**src/hw/sfr_params.svh**
```systemverilog
`ifndef SFR_PARAMS_SVH
`define SFR_PARAMS_SVH
`define SFR_NUM_REGS 8
`define SFR_REG_W 64
`define SFR_IDX_W 3
`define SFR_TAG_ALL_VALID 8'hFF
`define SFR_TAG_EMPTY 8'h00
`define SFR_ALIGN64_MASK 6'h07
`define SFR_ALIGN128_MASK 6'h0F
`define SFR_EMPTY_CYCLES 3'h3
`define SFR_SPLIT_CYCLES 2'h1
`define SFR_LINE_BYTES_LOG2 6
`endif

```
**src/hw/sfr_pkg.sv**
```systemverilog
package sfr_pkg;
  typedef enum logic [1:0] {
    SFR_IDLE = 2'h0,
    SFR_EMPTYING = 2'h1,
    SFR_SPLIT = 2'h3
  } sfr_state_e;
  typedef enum logic [1:0] {
    SFR_REF_NONE = 2'h0,
    SFR_REF_P64 = 2'h1,
    SFR_REF_P128 = 2'h2,
    SFR_REF_P128U = 2'h3
  } sfr_ref_e;
endpackage

```
**src/hw/sfr_align_if.sv**
```systemverilog
`timescale 1ns/100ps
interface sfr_align_if;
  logic [1:0] kind;
  logic [5:0] addr_lo;
  logic fault;
  logic split;
  modport chk (input kind, input addr_lo, output fault, output split);
  modport use_side (output kind, output addr_lo, input fault, input split);
endinterface

```
**src/hw/sfr_top.sv**
```systemverilog
`timescale 1ns/100ps
`include "sfr_params.svh"
module sfr_top #(
  parameter int NREGS = `SFR_NUM_REGS,
  parameter int REG_W = `SFR_REG_W
) (
  // Clock and reset
  input wire logic i_core_clk,
  input wire logic i_rstn,
  // Instruction issue
  input wire logic i_valid,
  input wire sfr_pkg::sfr_ref_e i_ref_kind,
  input wire logic i_p64_ref,
  input wire logic i_empty_op,
  input wire logic i_fp_push,
  input wire logic i_fp_op,
  input wire logic i_wide_op,
  input wire logic [5:0] i_addr_lo,
  // Shared register write
  input wire logic i_wr_en,
  input wire logic i_wr_fp_view,
  input wire logic [`SFR_IDX_W-1:0] i_wr_idx,
  input wire logic [REG_W-1:0] i_wr_data,
  // Shared register read
  input wire logic [`SFR_IDX_W-1:0] i_rd_idx,
  output logic [REG_W-1:0] o_rd_data,
  // Status
  output logic o_ready,
  output logic [NREGS-1:0] o_tag_valid,
  output logic o_stack_ovf,
  output logic o_align_fault,
  output logic o_busy
);
  // ----------------------------------------
  // Alignment check
  // ----------------------------------------
  sfr_align_if aif ();
  assign aif.kind = i_valid ? i_ref_kind : sfr_pkg::SFR_REF_NONE;
  assign aif.addr_lo = i_addr_lo;
  sfr_align_chk u_align (
    .a(aif)
  );

  // ----------------------------------------
  // Shared storage
  // ----------------------------------------
  // One array serves both views, so either view sees the other's writes
  logic [REG_W-1:0] regs_r [NREGS];
  logic [REG_W-1:0] regs_nxt [NREGS];
  logic [NREGS-1:0] tag_r, tag_nxt;
  logic ovf_r, ovf_nxt, afault_r, afault_nxt;
  logic [REG_W-1:0] rd_r, rd_nxt;
  sfr_pkg::sfr_state_e st_r, st_nxt;
  logic [2:0] cnt_r, cnt_nxt;
  logic accept;

  // Stall only for emptying or a misaligned 64-bit or unaligned-move access
  assign o_ready = (st_r == sfr_pkg::SFR_IDLE);
  assign accept = i_valid & o_ready;

  always_comb begin
    regs_nxt = regs_r;
    // Wide writes use their own file and never land here
    if (accept && i_wr_en && !i_wide_op) begin
      regs_nxt[i_wr_idx] = i_wr_data;
    end
  end

  always_ff @(posedge i_core_clk or negedge i_rstn) begin
    if (!i_rstn) begin
      for (int k = 0; k < NREGS; k++) begin
        regs_r[k] <= '0;
      end
    end else begin
      regs_r <= regs_nxt;
    end
  end

  // ----------------------------------------
  // Decode helpers
  // ----------------------------------------
  // Push marks the lowest empty slot valid; tags fill from bit 0 up
  function automatic logic [NREGS-1:0] push_fill(input logic [NREGS-1:0] t);
    push_fill = t | (t << 1) | {{(NREGS-1){1'b0}}, 1'b1};
  endfunction

  function automatic logic stack_full(input logic [NREGS-1:0] t);
    stack_full = &t;
  endfunction

  logic take_shared;
  logic emptying_go;
  logic fill_go;
  logic push_go;
  logic split_go;
  logic empty_done;

  // Wide ops of any data type bypass the shared registers and tags; split stalls and alignment faults still apply to them
  assign take_shared = accept & ~i_wide_op;
  assign emptying_go = take_shared & i_empty_op;
  assign fill_go = take_shared & ~i_empty_op & i_p64_ref;
  assign push_go = take_shared & ~i_empty_op & ~i_p64_ref & i_fp_push;
  // Empty outranks the split stall so its sequence is never cut short
  assign split_go = accept & aif.split & ~aif.fault & ~emptying_go;
  assign empty_done = (st_r == sfr_pkg::SFR_EMPTYING) && (cnt_r == 3'h0);

  // ----------------------------------------
  // Sequencer
  // ----------------------------------------
  // One down-counter serves both stalls; only one can run at a time.
  // While it runs o_ready is low, so no float op can slip in early.
  always_comb begin
    st_nxt = st_r;
    cnt_nxt = cnt_r;
    case (st_r)
      sfr_pkg::SFR_IDLE: begin
        if (emptying_go) begin
          // Tags stay full until the sequence ends; no fp op may issue
          st_nxt = sfr_pkg::SFR_EMPTYING;
          cnt_nxt = `SFR_EMPTY_CYCLES - 3'h1;
        end else if (split_go) begin
          // Split access completes with an extra cycle, no exception
          st_nxt = sfr_pkg::SFR_SPLIT;
          cnt_nxt = {1'b0, `SFR_SPLIT_CYCLES} - 3'h1;
        end
      end
      sfr_pkg::SFR_EMPTYING: begin
        if (cnt_r == 3'h0) begin
          st_nxt = sfr_pkg::SFR_IDLE;
        end else begin
          cnt_nxt = cnt_r - 3'h1;
        end
      end
      sfr_pkg::SFR_SPLIT: begin
        if (cnt_r == 3'h0) begin
          st_nxt = sfr_pkg::SFR_IDLE;
        end else begin
          cnt_nxt = cnt_r - 3'h1;
        end
      end
      default: st_nxt = sfr_pkg::SFR_IDLE;
    endcase
  end

  always_ff @(posedge i_core_clk or negedge i_rstn) begin
    if (!i_rstn) begin
      st_r <= sfr_pkg::SFR_IDLE;
      cnt_r <= 3'h0;
    end else begin
      st_r <= st_nxt;
      cnt_r <= cnt_nxt;
    end
  end

  // ----------------------------------------
  // Tag word
  // ----------------------------------------
  always_comb begin
    tag_nxt = tag_r;
    if (empty_done) begin
      tag_nxt = `SFR_TAG_EMPTY;
    end else if (fill_go) begin
      tag_nxt = `SFR_TAG_ALL_VALID;
    end else if (push_go && !stack_full(tag_r)) begin
      // Overflowing push leaves the tag word as it was
      tag_nxt = push_fill(tag_r);
    end
  end

  always_ff @(posedge i_core_clk or negedge i_rstn) begin
    if (!i_rstn) begin
      tag_r <= `SFR_TAG_EMPTY;
    end else begin
      tag_r <= tag_nxt;
    end
  end

  // ----------------------------------------
  // Exceptions and read port
  // ----------------------------------------
  // Both flags are one-cycle pulses; the core latches them itself
  always_comb begin
    ovf_nxt = push_go & stack_full(tag_r);
    afault_nxt = accept & aif.fault;
    rd_nxt = regs_r[i_rd_idx];
  end

  always_ff @(posedge i_core_clk or negedge i_rstn) begin
    if (!i_rstn) begin
      ovf_r <= 1'b0;
      afault_r <= 1'b0;
      rd_r <= '0;
    end else begin
      ovf_r <= ovf_nxt;
      afault_r <= afault_nxt;
      rd_r <= rd_nxt;
    end
  end

  // Mismatched-type wide ops are computed elsewhere, bit-exact
  assign o_rd_data = rd_r;
  assign o_tag_valid = tag_r;
  assign o_stack_ovf = ovf_r;
  assign o_align_fault = afault_r;
  assign o_busy = ~o_ready;
  // Float-op and view flags steer nothing here; both views share storage
  logic unused_fp;
  assign unused_fp = i_fp_op | i_wr_fp_view;
endmodule // sfr_top

```
**src/hw/sfr_align_chk.sv**
```systemverilog
`timescale 1ns/100ps
`include "sfr_params.svh"
module sfr_align_chk (
  sfr_align_if.chk a
);
  function automatic logic misaligned(input logic [5:0] ad, input logic [5:0] m);
    misaligned = |(ad & m);
  endfunction
  always_comb begin
    a.fault = 1'b0;
    a.split = 1'b0;
    case (a.kind)
      sfr_pkg::SFR_REF_P128: a.fault = misaligned(a.addr_lo, `SFR_ALIGN128_MASK);
      // Unaligned move completes, split lines cost an extra cycle
      sfr_pkg::SFR_REF_P128U: a.split = misaligned(a.addr_lo, `SFR_ALIGN128_MASK);
      sfr_pkg::SFR_REF_P64: a.split = misaligned(a.addr_lo, `SFR_ALIGN64_MASK);
      default: a.split = 1'b0;
    endcase
  end
endmodule // sfr_align_chk

```
**config.mk**
```make
export PLATFORM = sky130hd
export DESIGN_NAME = sfr_top
export DESIGN_NICKNAME = d
export VERILOG_FILES = /design/src/hw/sfr_pkg.sv /design/src/hw/sfr_align_if.sv /design/src/hw/sfr_top.sv /design/src/hw/sfr_align_chk.sv
export VERILOG_INCLUDE_DIRS = /design/src /design/src/hw
export SDC_FILE = /design/constraint.sdc
export NUM_CORES = 1
export LEC_CHECK = 0
export BUFFER_PORTS_ARGS = -buffer_cell sky130_fd_sc_hd__buf_2
export CORE_MARGIN = 5
export CORE_UTILIZATION = 45
export CTS_CLUSTER_DIAMETER = 40
export CTS_CLUSTER_SIZE = 24
export DETAILED_ROUTE_END_ITERATION = 8
export PLACE_DENSITY_LB_ADDON = 0.12
export RECOVER_POWER = 50
export SLEW_MARGIN = 20
export SYNTH_ARGS = -nofsm -noshare
export SYNTH_HDL_FRONTEND = slang
export SYNTH_SLANG_ARGS = --single-unit
```
**constraint.sdc**
```tcl
create_clock -name i_core_clk -period 2.91 [get_ports i_core_clk]
set_input_delay 0.1455 -clock i_core_clk [delete_from_list [all_inputs] [get_ports i_core_clk]]
set_output_delay 0.1455 -clock i_core_clk [all_outputs]
set_load 0.01 [all_outputs]
```
Word-level counts from Yosys, hierarchy flattened
Cells that the tools add are included.
{ "op_classes": {"bitwise_logic": 21, "n_eq_ne": 8, "n_lt_le_gt_ge": 3, "n_addsub": 1, "reduce_logical": 17, "n_mux": 20} }
{ "ops": {"columns": ["op", "count"], "rows": [
  ["$bwmux 512", 1],
  ["$bmux 64 s3", 1],
  ["$demux 64 s3", 1],
  ["$mux 64", 3],
  ["$mux 8", 3],
  ["$and 1x1->1", 12],
  ["$mux 3", 3],
  ["$ge 4x4->1 const B", 2],
  ["$mux 2", 4],
  ["$not 3->4", 2],
  ["$or 8x8->8", 1],
  ["$reduce_and 8->1", 1],
  ["$eq 2x2->1 const B", 3],
  ["$not 1->1", 6],
  ["$pmux 3 s2", 1],
  ["$logic_and 1x1->1", 5],
  ["$eq 2x1->1 const B", 2],
  ["$lt 4x1->1 const B", 1],
  ["$pmux 2 s2", 1],
  ["$reduce_or 4->1", 1],
  ["$logic_not 3->1", 1],
  ["$ne 3x1->1 const B", 1],
  ["$reduce_and 3->1", 1],
  ["$reduce_bool 3->1", 1],
  ["11 further kinds", 12]
]} }
{ "word_totals": {"output_inout_bits": 76, "ff_bits": 591, "inputBits": 88, "wordCells": 84} }

Depth between registers and ports, before layout
Gate-level depths: netlist of run 1.
{ "depth": {"ltp_word": 10, "depth_mapped": 7, "depth_no_buf": 6} }

Modules after synthesis
A second synthesis of run 1 with hierarchy kept.
{ "hier_totals": {"hier_cells": 1473, "hier_area_um2": 25092.8} }
{ "modules_own_cells": {"columns": ["module", "n_inst", "cells_per_inst", "area_per_inst_um2", "seq_area_each_um2"], "rows": [
  ["sfr_top", 1, 1469, 25057.8, 14789.2],
  ["sfr_align_chk", 1, 4, 35.0, 0.0]
]} }

Least setup slack after synthesis of run 1
OpenSTA, ideal clock, no wires.
{ "synth_timing": {"path_kind": "register -> register", "start": "register st_r[0]", "end": "register regs_r[16] in the netlist's numbering", "setup_ns": 0.125, "t_required_ns": 2.785, "stages_incl_launch_ff": 6, "slack_ns": 0.737, "arrival_ns": 2.048, "period_less_slack_ns": 2.173, "path_buffers": 2, "cell_sequence": "dfrtp_1 -> or4b_1 -> buf_2 -> nor3_4 -> buf_6 -> mux2_2"} }
{ "synth_via": {"elab_chain_cells": 4} }
{ "synth_rtl": {"columns": ["item", "line_no", "text"], "rows": [
  ["start, declared", "sfr_top.sv:53", "sfr_pkg::sfr_state_e st_r, st_nxt;"],
  ["start signal, assigned", "sfr_top.sv:147", "st_r <= sfr_pkg::SFR_IDLE;"],
  ["start signal, assigned", "sfr_top.sv:150", "st_r <= st_nxt;"],
  ["$logic_not 2->1", "sfr_top.sv:58", "assign o_ready = (st_r == sfr_pkg::SFR_IDLE);"],
  ["$and 1x1->1", "sfr_top.sv:59", "assign accept = i_valid & o_ready;"],
  ["$logic_and 1x1->1 (2 in series)", "sfr_top.sv:64", "if (accept && i_wr_en && !i_wide_op) begin"],
  ["end signal, assigned", "sfr_top.sv:75", "regs_r <= regs_nxt;"],
  ["end, declared", "sfr_top.sv:48", "logic [REG_W-1:0] regs_r [NREGS];"]
]} }
Every way passes these cells.
A chain may end at the register's enable or synchronous reset.

Worst setup path in the final report of run 1
{ "layout_timing": {"start": "register st_r[0]", "end": "register regs_r[388] in the netlist's numbering"} }
The elaborated chain is that of the path after synthesis.

==> results.rst, run 1 <==
.. list-table::
   :header-rows: 1

   * - Metric
     - Value
   * - First-pass GRT wire length
     - 90800 microns
   * - Total Power
     - 26.7 mW
   * - Share of Yosys cell area claimed by the top area cell type
     - 58.8%
   * - Maximum clock frequency
     - 387 MHz
   * - Reported leakage power
     - 14.7 nW
   * - Final-report max-slew violation count
     - 59
   * - Worst supply voltage drop on vdd
     - 0.000473 V
   * - Cell depth of the worst flop-to-flop path
     - 4
   * - Share of synthesized cell area in and, or, nand and nor gates
     - 1.19%
   * - Data required time of the critical path
     - 3.40 ns
   * - Fraction of final layout cells sized beyond drive strength 1
     - 55.0%
   * - Total die area
     - 60700 sq um
   * - Number of antenna violations at the first check in global routing
     - 6
   * - Period utilisation layout
     - 88.9%
   * - Placer Congestion
     - 0.733
   * - Synthesis-stage register bit count
     - 591
   * - Actual slew at the worst max-slew pin
     - 1.73 ns
   * - Xor/xnor cell area share of the yosys netlist
     - 0%
   * - Internal reg-to-reg setup slack
     - 0.32 ns
   * - Fin Clk Skew
     - 0.0224 ns
   * - Largest net degree at the start of global routing
     - 99
   * - DP Wirelength
     - 31700 microns
   * - Average wire length per cell after detail routing
     - 21.8 microns
   * - Async SR Flop Fraction
     - 100%
   * - Proportion of synthesized area in mux cells
     - 37.2%
   * - Instance count along the most critical hold path
     - 4
   * - Number of violations of the max-capacitance limit
     - 1
   * - Synth cell types
     - 37
   * - Cell Rows
     - 86
   * - Total negative setup slack
     - 0 ns
   * - Routed vias
     - 13900
   * - Category of the worst setup path launch point
     - flop
   * - Starting DRT DRC Count
     - 537
   * - Most frequent cell after synthesis
     - sky130_fd_sc_hd__dfrtp_1
   * - Summed instance area of the synthesized netlist
     - 25200 sq um
   * - Critical path's slowest cell
     - sky130_fd_sc_hd__or4b_1
   * - Fraction of the yosys area taken by sequential cells
     - 58.8%
   * - Top fanout value on the critical path
     - 55
   * - Top flip-flop cell by instance count after synthesis
     - sky130_fd_sc_hd__dfrtp_1
   * - Startpoint of the worst-slack reg-to-reg timing path
     - st_r[0]
   * - Count of endpoints failing hold in the final timing report
     - 0
   * - Avg Cell Area, Syn
     - 17.2 sq um
   * - Initial core utilization
     - 45.6%
   * - Total global routing overflow
     - 0
   * - Net count after synthesis
     - 1552
   * - Clock Sinks
     - 591
   * - Antenna Nets Post-Route
     - 0
   * - Kind of critical path
     - reg -> reg
   * - PD cells
     - 864 nW/um^2
   * - Data arrival time of the worst path
     - 3.07 ns
   * - Count of warnings emitted by yosys
     - 0
   * - Cells along the critical path
     - or4b_1 > nor4b_4 > buf_12 > mux2_2
   * - Number of synthesized flops with an enable pin
     - 0
   * - TritonCTS clock tree
     - built
   * - Boundary Pins
     - 164
   * - Via count of the first global-routing pass
     - 15700
   * - Hold path endpoint
     - cnt_r[1]
   * - Maximum root-to-sink buffer count
     - 3
   * - Router iterations before antenna repair
     - 5
   * - Final layout net count
     - 1834
   * - CP Capture Type
     - flop
   * - PortBufs
     - 159
   * - Clock edge transition at the registers on the reported setup and hold paths
     - 0.06 ns
   * - Adder-cell share of the synthesized area
     - 0.0995%
   * - Top cells by count, synth
     - 591 x sky130_fd_sc_hd__dfrtp_1, 516 x sky130_fd_sc_hd__mux2_2, 128 x sky130_fd_sc_hd__mux4_2
   * - Capturing point of the worst reg2reg path
     - regs_r[388]
   * - Result of the run
     - finished with violations
   * - Crit path time final
     - 2.59 ns
   * - Root Buffer Master
     - sky130_fd_sc_hd__clkbuf_16
   * - Height of the die
     - 246 microns
   * - Placeable Area
     - 55200 sq um
   * - Area Growth Syn to Fin
     - 23.0%
   * - Width of the die
     - 246 microns
   * - Clock network latency to the later pin of the worst-skew pair
     - 0.63 ns
   * - Global-route total usage across every layer
     - 19.0%
   * - Area fraction in compound gates after synthesis
     - 0.532%
   * - Path type of the worst min-delay path
     - in -> reg
   * - Setup Fix Bufs, Post-CTS
     - 0
   * - Relative slew slack
     - -15.1%
   * - Final setup viols
     - 0
   * - Number of H-tree levels
     - 3
   * - Setup repair after global routing missed its margin
     - false
   * - Violated checks
     - capacitance limit, slew limit
   * - Number of vias per cell
     - 5.41
   * - Delay contributed by the slowest stage of the critical path
     - 0.77 ns
   * - Main combinational cell family by area after synthesis
     - multiplexers
   * - Number of buffers created by CTS
     - 96
   * - Instance count of the mapped netlist
     - 1462
   * - Detailed-route wire length
     - 56200 microns
   * - Cell type with the largest total area after synthesis
     - sky130_fd_sc_hd__dfrtp_1
   * - Startpoint of the tightest hold check path
     - i_valid
   * - DRC Markers
     - 0
   * - Main area contributors after synthesis
     - sky130_fd_sc_hd__dfrtp_1 59%, sky130_fd_sc_hd__mux2_2 23%, sky130_fd_sc_hd__mux4_2 11%, sky130_fd_sc_hd__mux2_1 2.7%, sky130_fd_sc_hd__clkbuf_1 0.60%
-- how the worst max path moves through the flow --
stage / to / cells after the start / startpoint / slack, ns
final: regs_r[388] / 4 / st_r[0] / 0.32
after global routing: o_rd_data[25] / 3 / i_rstn / 0.16
after CTS: regs_r[426] / 4 / st_r[0] / 0.31
after detailed placement: regs_r[391] / 4 / st_r[0] / 0.31
after global placement: regs_r[437] / 4 / st_r[0] / 0.35
after floorplan: regs_r[16] / 5 / st_r[0] / 0.74
-- through the flow --
stage | hold slack, ns | instances | area [sq um] | utilization, % | setup WS [ns]
final | 0.0561 | 2575 | 30900 | 56.0 | 0.324
after global routing | 0.0848 | 2574 | 30900 | 56.0 | 0.155
after CTS | 0.0174 | 2573 | 31000 | 56.2 | 0.305
after detailed placement | 0.153 | 2318 | 27100 | 49.0 | 0.310
after global placement | 0.148 | 2318 | 27100 | 49.0 | 0.345
after floorplan | -0.150 | 1462 | 25200 | - | 0.737
-- area by class of cell --
type / count / area, sq um
diodes: 2 / 5.00
clock buffers: 111 / 2590
clock inverters: 68 / 613
fillers: 4424 / 24300
inverters: 7 / 26.3
multi-input cells: 772 / 9850
flip-flops and latches: 591 / 14800
well taps: 748 / 936
repair buffers: 276 / 2130
-- registers in the layout, summed over array words and instances (netlist names) --
register       flops
o_stack_ovf        1
o_rd_data         64
cnt_r              3
regs_r           512
st_r               2
o_align_fault      1
o_tag_valid        8
-- layer usage --
| layer | vias up | share of wire (%) | global-route usage, % |
|---|---|---|---|
| li1 | 6086 | - | - |
| met1 | 7554 | 46 | 27.0 |
| met2 | 212 | 48 | 30.3 |
| met3 | 72 | 4.0 | 3.72 |
| met4 | 4 | 1.7 | 5.53 |
| met5 | - | 0.036 | 0 |
-- critical path: cells and delay by family, from the launching register on --
family / cells / cell delay (ns)
buf+inv: 1 / 0.43
flops: 1 / 0.41
mux: 1 / 0.39
simple gates: 2 / 1.18
-- kinds of logic after synthesis --
family,after synthesis
multiplexers,704
AND/OR/NAND/NOR,48
adder cells (fa/ha/maj),2
AO/OA/AOI/OAI,18
flip-flops,591
buffers and inverters,99
-- cells in the final DEF (no fill, tap or decap), types with 3 or more instances in the layout --
master / Yosys / final
sky130_fd_sc_hd__dfrtp_1: 591 / 591
sky130_fd_sc_hd__mux2_2: 516 / 514
sky130_fd_sc_hd__buf_2: 20 / 135
sky130_fd_sc_hd__mux4_2: 128 / 128
sky130_fd_sc_hd__clkbuf_16: 0 / 99
sky130_fd_sc_hd__dlygate4sd3_1: 0 / 76
sky130_fd_sc_hd__mux2_1: 60 / 62
sky130_fd_sc_hd__inv_6: 0 / 25
sky130_fd_sc_hd__clkbuf_1: 40 / 25
sky130_fd_sc_hd__buf_12: 0 / 22
sky130_fd_sc_hd__nand2_1: 18 / 18
sky130_fd_sc_hd__clkinv_2: 0 / 17
sky130_fd_sc_hd__buf_4: 14 / 13
sky130_fd_sc_hd__clkinvlp_4: 0 / 11
sky130_fd_sc_hd__o211ai_1: 9 / 9
sky130_fd_sc_hd__clkbuf_8: 0 / 8
sky130_fd_sc_hd__inv_1: 7 / 7
sky130_fd_sc_hd__clkinv_4: 0 / 7
sky130_fd_sc_hd__nor2_1: 5 / 5
sky130_fd_sc_hd__nand4_1: 4 / 4
sky130_fd_sc_hd__bufinv_16: 0 / 4
sky130_fd_sc_hd__inv_8: 0 / 4
sky130_fd_sc_hd__clkbuf_2: 1 / 4
sky130_fd_sc_hd__clkbuf_4: 0 / 3
-- power by group --
part	internal, mW	switching (mW)
sequential	10.4	0.998
clock	6.87	4.23
combinational	2.67	1.62
-- what timing repair did --
action | 4_1_cts | 5_1_grt
endpoints found under the hold margin | 791 | 0
resized for setup | 0 | 0
endpoints found under the setup margin | 0 | 0
hold buffers | 76 | 0
Power figures use the tool's default switching activity.
==> run 2: changes to the inputs <==
--- a/config.mk
+++ b/config.mk
@@ -8,7 +8,7 @@
 export LEC_CHECK = 0
 export BUFFER_PORTS_ARGS = -buffer_cell sky130_fd_sc_hd__buf_2
 export CORE_MARGIN = 5
-export CORE_UTILIZATION = 45
+export CORE_UTILIZATION = 40
 export CTS_CLUSTER_DIAMETER = 40
 export CTS_CLUSTER_SIZE = 24
 export DETAILED_ROUTE_END_ITERATION = 8
==> results.rst, run 2 (synthesis gave the netlist of run 1 again) <==
.. list-table::
   :header-rows: 1

   * - Metric
     - Value
   * - Result of the run
     - finished with violations
   * - Violated checks
     - capacitance limit, slew limit
   * - Filler instances
     - 5290
   * - Clock Sinks
     - 591
   * - Crit path time final
     - 2.62 ns
   * - Antenna Nets Post-Route
     - 0
   * - Placer Congestion
     - 0.705
   * - Height of the die
     - 261 microns
   * - Via count of the first global-routing pass
     - 15800
   * - Final standard cell utilization of the core
     - 50.0%
   * - Top fanout value on the critical path
     - 47
   * - Average wire length per cell after detail routing
     - 21.5 microns
   * - Number of antenna violations at the first check in global routing
     - 6
   * - Number of vias per cell
     - 5.17
   * - Width of the die
     - 261 microns
   * - TritonCTS clock tree
     - built
   * - Cell Rows
     - 92
   * - Cell area after layout
     - 31400 sq um
   * - Final setup viols
     - 0
   * - Data arrival time of the worst path
     - 3.11 ns
   * - Count of endpoints failing hold in the final timing report
     - 0
   * - Worst supply voltage drop on vdd
     - 0.000424 V
   * - Maximum clock frequency
     - 382 MHz
   * - Total die area
     - 68000 sq um
   * - Number of violations of the max-capacitance limit
     - 2
   * - Setup repair after global routing missed its margin
     - false
   * - Fin Clk Skew
     - 0.0125 ns
   * - Clock network latency to the later pin of the worst-skew pair
     - 0.62 ns
   * - Largest register FFs
     - 512
   * - Number of H-tree levels
     - 3
   * - Most common cell after layout, fill and taps aside
     - sky130_fd_sc_hd__dfrtp_1
   * - Detailed-route wire length
     - 57800 microns
   * - Placeable Area
     - 62700 sq um
   * - Fraction of final layout cells sized beyond drive strength 1
     - 55.8%
   * - Router iterations before antenna repair
     - 4
   * - Path type of the worst min-delay path
     - in -> reg
   * - Starting DRT DRC Count
     - 544
   * - PortBufs
     - 159
   * - Delay contributed by the slowest stage of the critical path
     - 0.79 ns
   * - Setup Fix Bufs, Post-CTS
     - 0
   * - Placed inst area
     - 27200 sq um
   * - DRC Markers
     - 0
   * - PD cells
     - 879 nW/um^2
   * - Actual slew at the worst max-slew pin
     - 1.91 ns
   * - Clock edge transition at the registers on the reported setup and hold paths
     - 0.05 ns
   * - Largest net degree at the start of global routing
     - 79
   * - Register containing the most flip-flops in the final layout
     - regs_r
   * - Reported leakage power
     - 14.9 nW
   * - Maximum root-to-sink buffer count
     - 3
   * - CP Capture Type
     - flop
   * - First-pass GRT wire length
     - 92700 microns
   * - Routed vias
     - 13900
   * - Category of the worst setup path launch point
     - flop
   * - DP Wirelength
     - 32400 microns
   * - Relative slew slack
     - -27.0%
   * - Initial core utilization
     - 40.1%
   * - Final-report max-slew violation count
     - 81
   * - Area Growth Syn to Fin
     - 24.8%
   * - Data required time of the critical path
     - 3.41 ns
   * - Most used cells in the layout excluding fill and tap cells
     - 591 x sky130_fd_sc_hd__dfrtp_1, 511 x sky130_fd_sc_hd__mux2_2, 155 x sky130_fd_sc_hd__buf_2, 128 x sky130_fd_sc_hd__mux4_2, 98 x sky130_fd_sc_hd__clkbuf_16
   * - Period utilisation layout
     - 90.0%
   * - Total Power
     - 27.6 mW
   * - Critical path's slowest cell
     - sky130_fd_sc_hd__or4b_1
   * - Final layout net count
     - 1838
   * - Global-route total usage across every layer
     - 17.5%
   * - Kind of critical path
     - reg -> reg
   * - Root Buffer Master
     - sky130_fd_sc_hd__clkbuf_16
   * - Total global routing overflow
     - 0
   * - Cells along the critical path
     - or4b_1 > nor4b_4 > buf_12 > mux2_2
   * - Number of buffers created by CTS
     - 97
   * - Boundary Pins
     - 164
   * - Total negative setup slack
     - 0 ns
==> run 2: cell count changes in the layout (fill, tap and decap cells not counted), moves of 5 or more <==
cell                        before  now
sky130_fd_sc_hd__buf_2         135  155
sky130_fd_sc_hd__clkbuf_1       25    8
sky130_fd_sc_hd__diode_2         2    7
sky130_fd_sc_hd__clkbuf_8        8   14
sky130_fd_sc_hd__bufinv_16       4   13
sky130_fd_sc_hd__clkinv_2       17   12
sky130_fd_sc_hd__inv_6          25   14
==> run 2: report_power, final <==
group | switching (mW) | leakage, nW | total, mW | internal, mW
registers | 0.999 | 7.84 | 11.4 | 10.4
clock network | 4.16 | 1.67 | 11.9 | 7.73
logic | 1.63 | 5.37 | 4.33 | 2.70
total | 6.79 | 14.9 | 27.6 | 20.8
==> run 2: area by class of cell <==
| type | instances | area, sq um | share of cell area, % |
|---|---|---|---|
| sequential | 591 | 14800 | 47.1 |
| multi-input combinational | 772 | 9850 | 31.4 |
| clock buffer | 118 | 2660 | 8.46 |
| timing repair buffer | 279 | 2200 | 6.99 |
| tap | 846 | 1060 | 3.37 |
| clock inverter | 64 | 802 | 2.55 |
| inverter | 7 | 26.3 | 0.0837 |
| antenna | 7 | 17.5 | 0.0558 |
==> run 2: path summary, 6_finish.rpt <==
| check | startpoint | to | slack, ns | cells after the start |
|---|---|---|---|---|
| hold / removal | i_valid | cnt_r[1] | 0.06 | 4 |
| hold reg to reg | regs_r[278] | regs_r[278] | 0.48 | 1 |
| setup / recovery | st_r[0] | regs_r[179] | 0.29 | 4 |
| max in group asynchronous | i_rstn | regs_r[285] | 0.57 | 3 |
| min in group asynchronous | i_rstn | o_rd_data[55] | 0.57 | 2 |
| setup reg to reg | st_r[0] | regs_r[179] | 0.29 | 4 |
==> run 2: per-stage QoR <==
step / std cells / hold WS (ns) / worst slack, ns
after floorplan: 1462 / -0.150 / 0.737
after global placement: 2418 / 0.159 / 0.314
after detailed placement: 2418 / 0.161 / 0.278
after CTS: 2677 / 0.0118 / 0.271
after global routing: 2680 / 0.0759 / 0.134
final: 2684 / 0.0608 / 0.292
==> run 2: worst max-delay path: cells and delay by family, from the launching register on <==
family / cells / cell delay, ns
flops: 1 / 0.42
simple gates: 2 / 1.25
buf+inv: 1 / 0.39
mux: 1 / 0.38
==> run 2: timing repair <==
| item | CTS | global route |
|---|---|---|
| gates resized for setup | 0 | 0 |
| hold buffers | 77 | 0 |
| endpoints found under the hold margin | 693 | 0 |
==> run 2: routing by layer <==
metal  GRT usage [%]  up-vias  wire length (microns)
met4            4.93        0                    983
met2            27.9      199                  27700
met3            3.23       70                   1990
met1            24.8     7486                  27100
li1                -     6114                      -
met5               0        -                      0
==> run 3: changes to the inputs <==
--- a/config.mk
+++ b/config.mk
@@ -6,7 +6,10 @@
 export SDC_FILE = /design/constraint.sdc
 export NUM_CORES = 1
 export LEC_CHECK = 0
+export ABC_AREA = 1
 export BUFFER_PORTS_ARGS = -buffer_cell sky130_fd_sc_hd__buf_2
+export CELL_PAD_IN_SITES_DETAIL_PLACEMENT = 0
+export CELL_PAD_IN_SITES_GLOBAL_PLACEMENT = 1
 export CORE_MARGIN = 5
 export CORE_UTILIZATION = 40
 export CTS_CLUSTER_DIAMETER = 40
==> results.rst, run 3 <==
.. list-table::
   :header-rows: 1

   * - Metric
     - Value
   * - Worst setup slack before clock tree synthesis
     - 0.782 ns
   * - DRC Markers
     - 0
   * - Synthesis-stage register bit count
     - 591
   * - Routed vias
     - 20600
   * - Number of buffers created by CTS
     - 100
   * - Final antenna diode count
     - 0
   * - Fraction of the yosys area taken by sequential cells
     - 58.0%
   * - Net count after synthesis
     - 3058
   * - Top cells by count, synth
     - 738 x sky130_fd_sc_hd__nand2_1, 591 x sky130_fd_sc_hd__dfrtp_1, 454 x sky130_fd_sc_hd__o21ai_0
   * - Initial core utilization
     - 40.4%
   * - Area Growth Syn to Fin
     - 21.6%
   * - Fin Clk Skew
     - 0.0140 ns
   * - Placed inst area
     - 26800 sq um
   * - Path type of the worst min-delay path
     - in -> reg
   * - Register containing the most flip-flops in the final layout
     - regs_r
   * - Number of violations of the max-capacitance limit
     - 2
   * - Result of the run
     - finished with violations
   * - GRT met2 Usage
     - 32.5%
   * - PD cells
     - 906 nW/um^2
   * - Largest register FFs
     - 512
   * - Main area contributors after synthesis
     - sky130_fd_sc_hd__dfrtp_1 58%, sky130_fd_sc_hd__nand2_1 11%, sky130_fd_sc_hd__o21ai_0 8.9%, sky130_fd_sc_hd__o21ai_1 8.7%, sky130_fd_sc_hd__nor2_1 6.0%
   * - Period utilisation layout
     - 78.5%
   * - Total global routing overflow
     - 0
   * - Data arrival time of the worst path
     - 2.80 ns
   * - Crit path time final
     - 2.29 ns
   * - Total Power
     - 28.1 mW
   * - Worst supply voltage drop on vdd
     - 0.000466 V
   * - Final layout net count
     - 3240
   * - Synth cell types
     - 27
   * - Relative slew slack
     - -31.6%
   * - Router iterations before antenna repair
     - 6
   * - Violated checks
     - capacitance limit, slew limit
   * - Number of H-tree levels
     - 3
   * - Async SR Flop Fraction
     - 100%
   * - Reported leakage power
     - 14.7 nW
   * - Clock Sinks
     - 591
   * - Average wire length per cell after detail routing
     - 17.0 microns
   * - Kind of critical path
     - in -> reg
   * - Boundary Pins
     - 164
   * - Root Buffer Master
     - sky130_fd_sc_hd__clkbuf_16
   * - CP Capture Type
     - flop
   * - Met3 capacity usage during global routing
     - 3.14%
   * - Via count of the first global-routing pass
     - 20500
   * - Cell type with the largest total area after synthesis
     - sky130_fd_sc_hd__dfrtp_1
   * - Largest net degree at the start of global routing
     - 146
   * - Placeable Area
     - 63100 sq um
   * - Final WS setup
     - 0.624 ns
   * - Top fanout value on the critical path
     - 26
   * - Setup repair after global routing missed its margin
     - false
   * - Detailed-route wire length
     - 69500 microns
   * - Peak-usage layer in the global routing report
     - met2
   * - Number of vias per cell
     - 5.06
   * - Cell area after layout
     - 31000 sq um
   * - Global-route track usage on met1
     - 28.5%
   * - Number of antenna violations at the first check in global routing
     - 1
   * - Avg Cell Area, Syn
     - 8.59 sq um
   * - Maximum clock frequency
     - 437 MHz
   * - Summed instance area of the synthesized netlist
     - 25500 sq um
   * - Top flip-flop cell by instance count after synthesis
     - sky130_fd_sc_hd__dfrtp_1
   * - Most common cell after layout, fill and taps aside
     - sky130_fd_sc_hd__nand2_1
   * - Share of Yosys cell area claimed by the top area cell type
     - 58.0%
   * - Height of the die
     - 262 microns
   * - Width of the die
     - 262 microns
   * - Data required time of the critical path
     - 3.43 ns
   * - Most used cells in the layout excluding fill and tap cells
     - 736 x sky130_fd_sc_hd__nand2_1, 591 x sky130_fd_sc_hd__dfrtp_1, 454 x sky130_fd_sc_hd__o21ai_0, 444 x sky130_fd_sc_hd__o21ai_1, 409 x sky130_fd_sc_hd__nor2_1
   * - Placer Congestion
     - 0.751
   * - Starting DRT DRC Count
     - 1469
   * - Instance count of the mapped netlist
     - 2968
   * - Most frequent cell after synthesis
     - sky130_fd_sc_hd__nand2_1
   * - Post-CTS resize count
     - 0
   * - Number of synthesized flops with an enable pin
     - 0
   * - Antenna Nets Post-Route
     - 0
   * - Total die area
     - 68900 sq um
   * - Count of warnings emitted by yosys
     - 0
   * - Clock edge transition at the registers on the reported setup and hold paths
     - 0.05 ns
   * - Fraction of final layout cells sized beyond drive strength 1
     - 10.6%
   * - Clock network latency to the later pin of the worst-skew pair
     - 0.62 ns
   * - Hold-fix buffers at CTS
     - 73
   * - DP Wirelength
     - 36300 microns
   * - Count of endpoints failing hold in the final timing report
     - 0
   * - Final-report max-slew violation count
     - 86
   * - Setup Fix Bufs, Post-CTS
     - 0
   * - Final setup viols
     - 0
   * - Total negative setup slack
     - 0 ns
   * - Cell Rows
     - 92
   * - Global-route total usage across every layer
     - 20.0%
   * - Maximum root-to-sink buffer count
     - 3
   * - Actual slew at the worst max-slew pin
     - 1.97 ns
   * - First-pass GRT wire length
     - 114000 microns
   * - PortBufs
     - 159
   * - Internal reg-to-reg setup slack
     - 0.78 ns
   * - TritonCTS clock tree
     - built
   * - Category of the worst setup path launch point
     - input port
[run 3: changes by cell type in the layout (fill, tap and decap cells not counted), moves of 65 or more]
cell	change
sky130_fd_sc_hd__inv_1	+75
sky130_fd_sc_hd__mux2_1	-65
sky130_fd_sc_hd__nor2_1	+404
sky130_fd_sc_hd__mux4_2	-128
sky130_fd_sc_hd__nand2_1	+718
sky130_fd_sc_hd__mux2_2	-511
sky130_fd_sc_hd__o21ai_1	+444
sky130_fd_sc_hd__clkbuf_1	+73
sky130_fd_sc_hd__o21ai_0	+454
[run 3: layout make-up]
cell class,instances,area (sq um)
fill,6078,32100
sequential,591,14800
multi-input combinational,2085,9180
clock buffer,128,2800
timing repair buffer,289,2120
tap,846,1060
clock inverter,57,744
inverter,83,317
[run 3: critical path, stage by stage]
cell                            delay [ns]
sky130_fd_sc_hd__dlygate4sd3_1        0.54
sky130_fd_sc_hd__buf_4                0.24
sky130_fd_sc_hd__inv_1                0.11
sky130_fd_sc_hd__clkbuf_1             1.35
sky130_fd_sc_hd__nand2_1              0.13
sky130_fd_sc_hd__nand2_1              0.24
[run 3: power breakdown]
part / leakage (nW) / internal (mW) / switching, mW
Sequential: 7.91 / 10.5 / 1.13
Clock: 1.70 / 8.13 / 4.09
Combinational: 5.04 / 1.79 / 2.45
Total: 14.7 / 20.4 / 7.68
[run 3: path summary, 6_finish.rpt]
| path | cells past startpoint | start | end |
|---|---|---|---|
| max | 6 | i_rd_idx[2] | o_rd_data[52] |
| max reg2reg | 7 | st_r[0] | regs_r[234] |
| min | 7 | i_addr_lo[2] | cnt_r[1] |
| min reg2reg | 2 | regs_r[416] | regs_r[416] |
| max in group asynchronous | 4 | i_rstn | regs_r[334] |
| min in group asynchronous | 2 | i_rstn | st_r[0] |
[run 3: per-stage QoR]
stage	hold slack (ns)	util, %	std cells
2_1_floorplan	-0.150	-	2968
3_3_place_gp	0.163	42.6	3821
4_1_cts	0.0122	49.3	4079
6_report	0.0532	49.1	4079
3_5_place_dp	0.164	42.6	3821
5_1_grt	0.0802	49.1	4079
[run 3: cells by family (layout without fill, tap and decap cells)]
kind of cell / count (synthesis) / in the layout / share of synthesized area (%)
buffers and inverters: 292 / 557 / 6.24
adders and majority gates: 2 / 2 / 0.0981
and+or+nand+nor: 1182 / 1182 / 18.0
AOI/OAI and AO/OA: 901 / 901 / 17.7
DFF: 591 / 591 / 58.0
[run 3: metal layers]
| layer | vias to the layer above | part of all wire (%) |
|---|---|---|
| met3 | 76 | 5.3 |
| met4 | 0 | 1.4 |
| met5 | - | 0 |
| li1 | 10100 | - |
| met1 | 9932 | 47 |
| met2 | 539 | 47 |
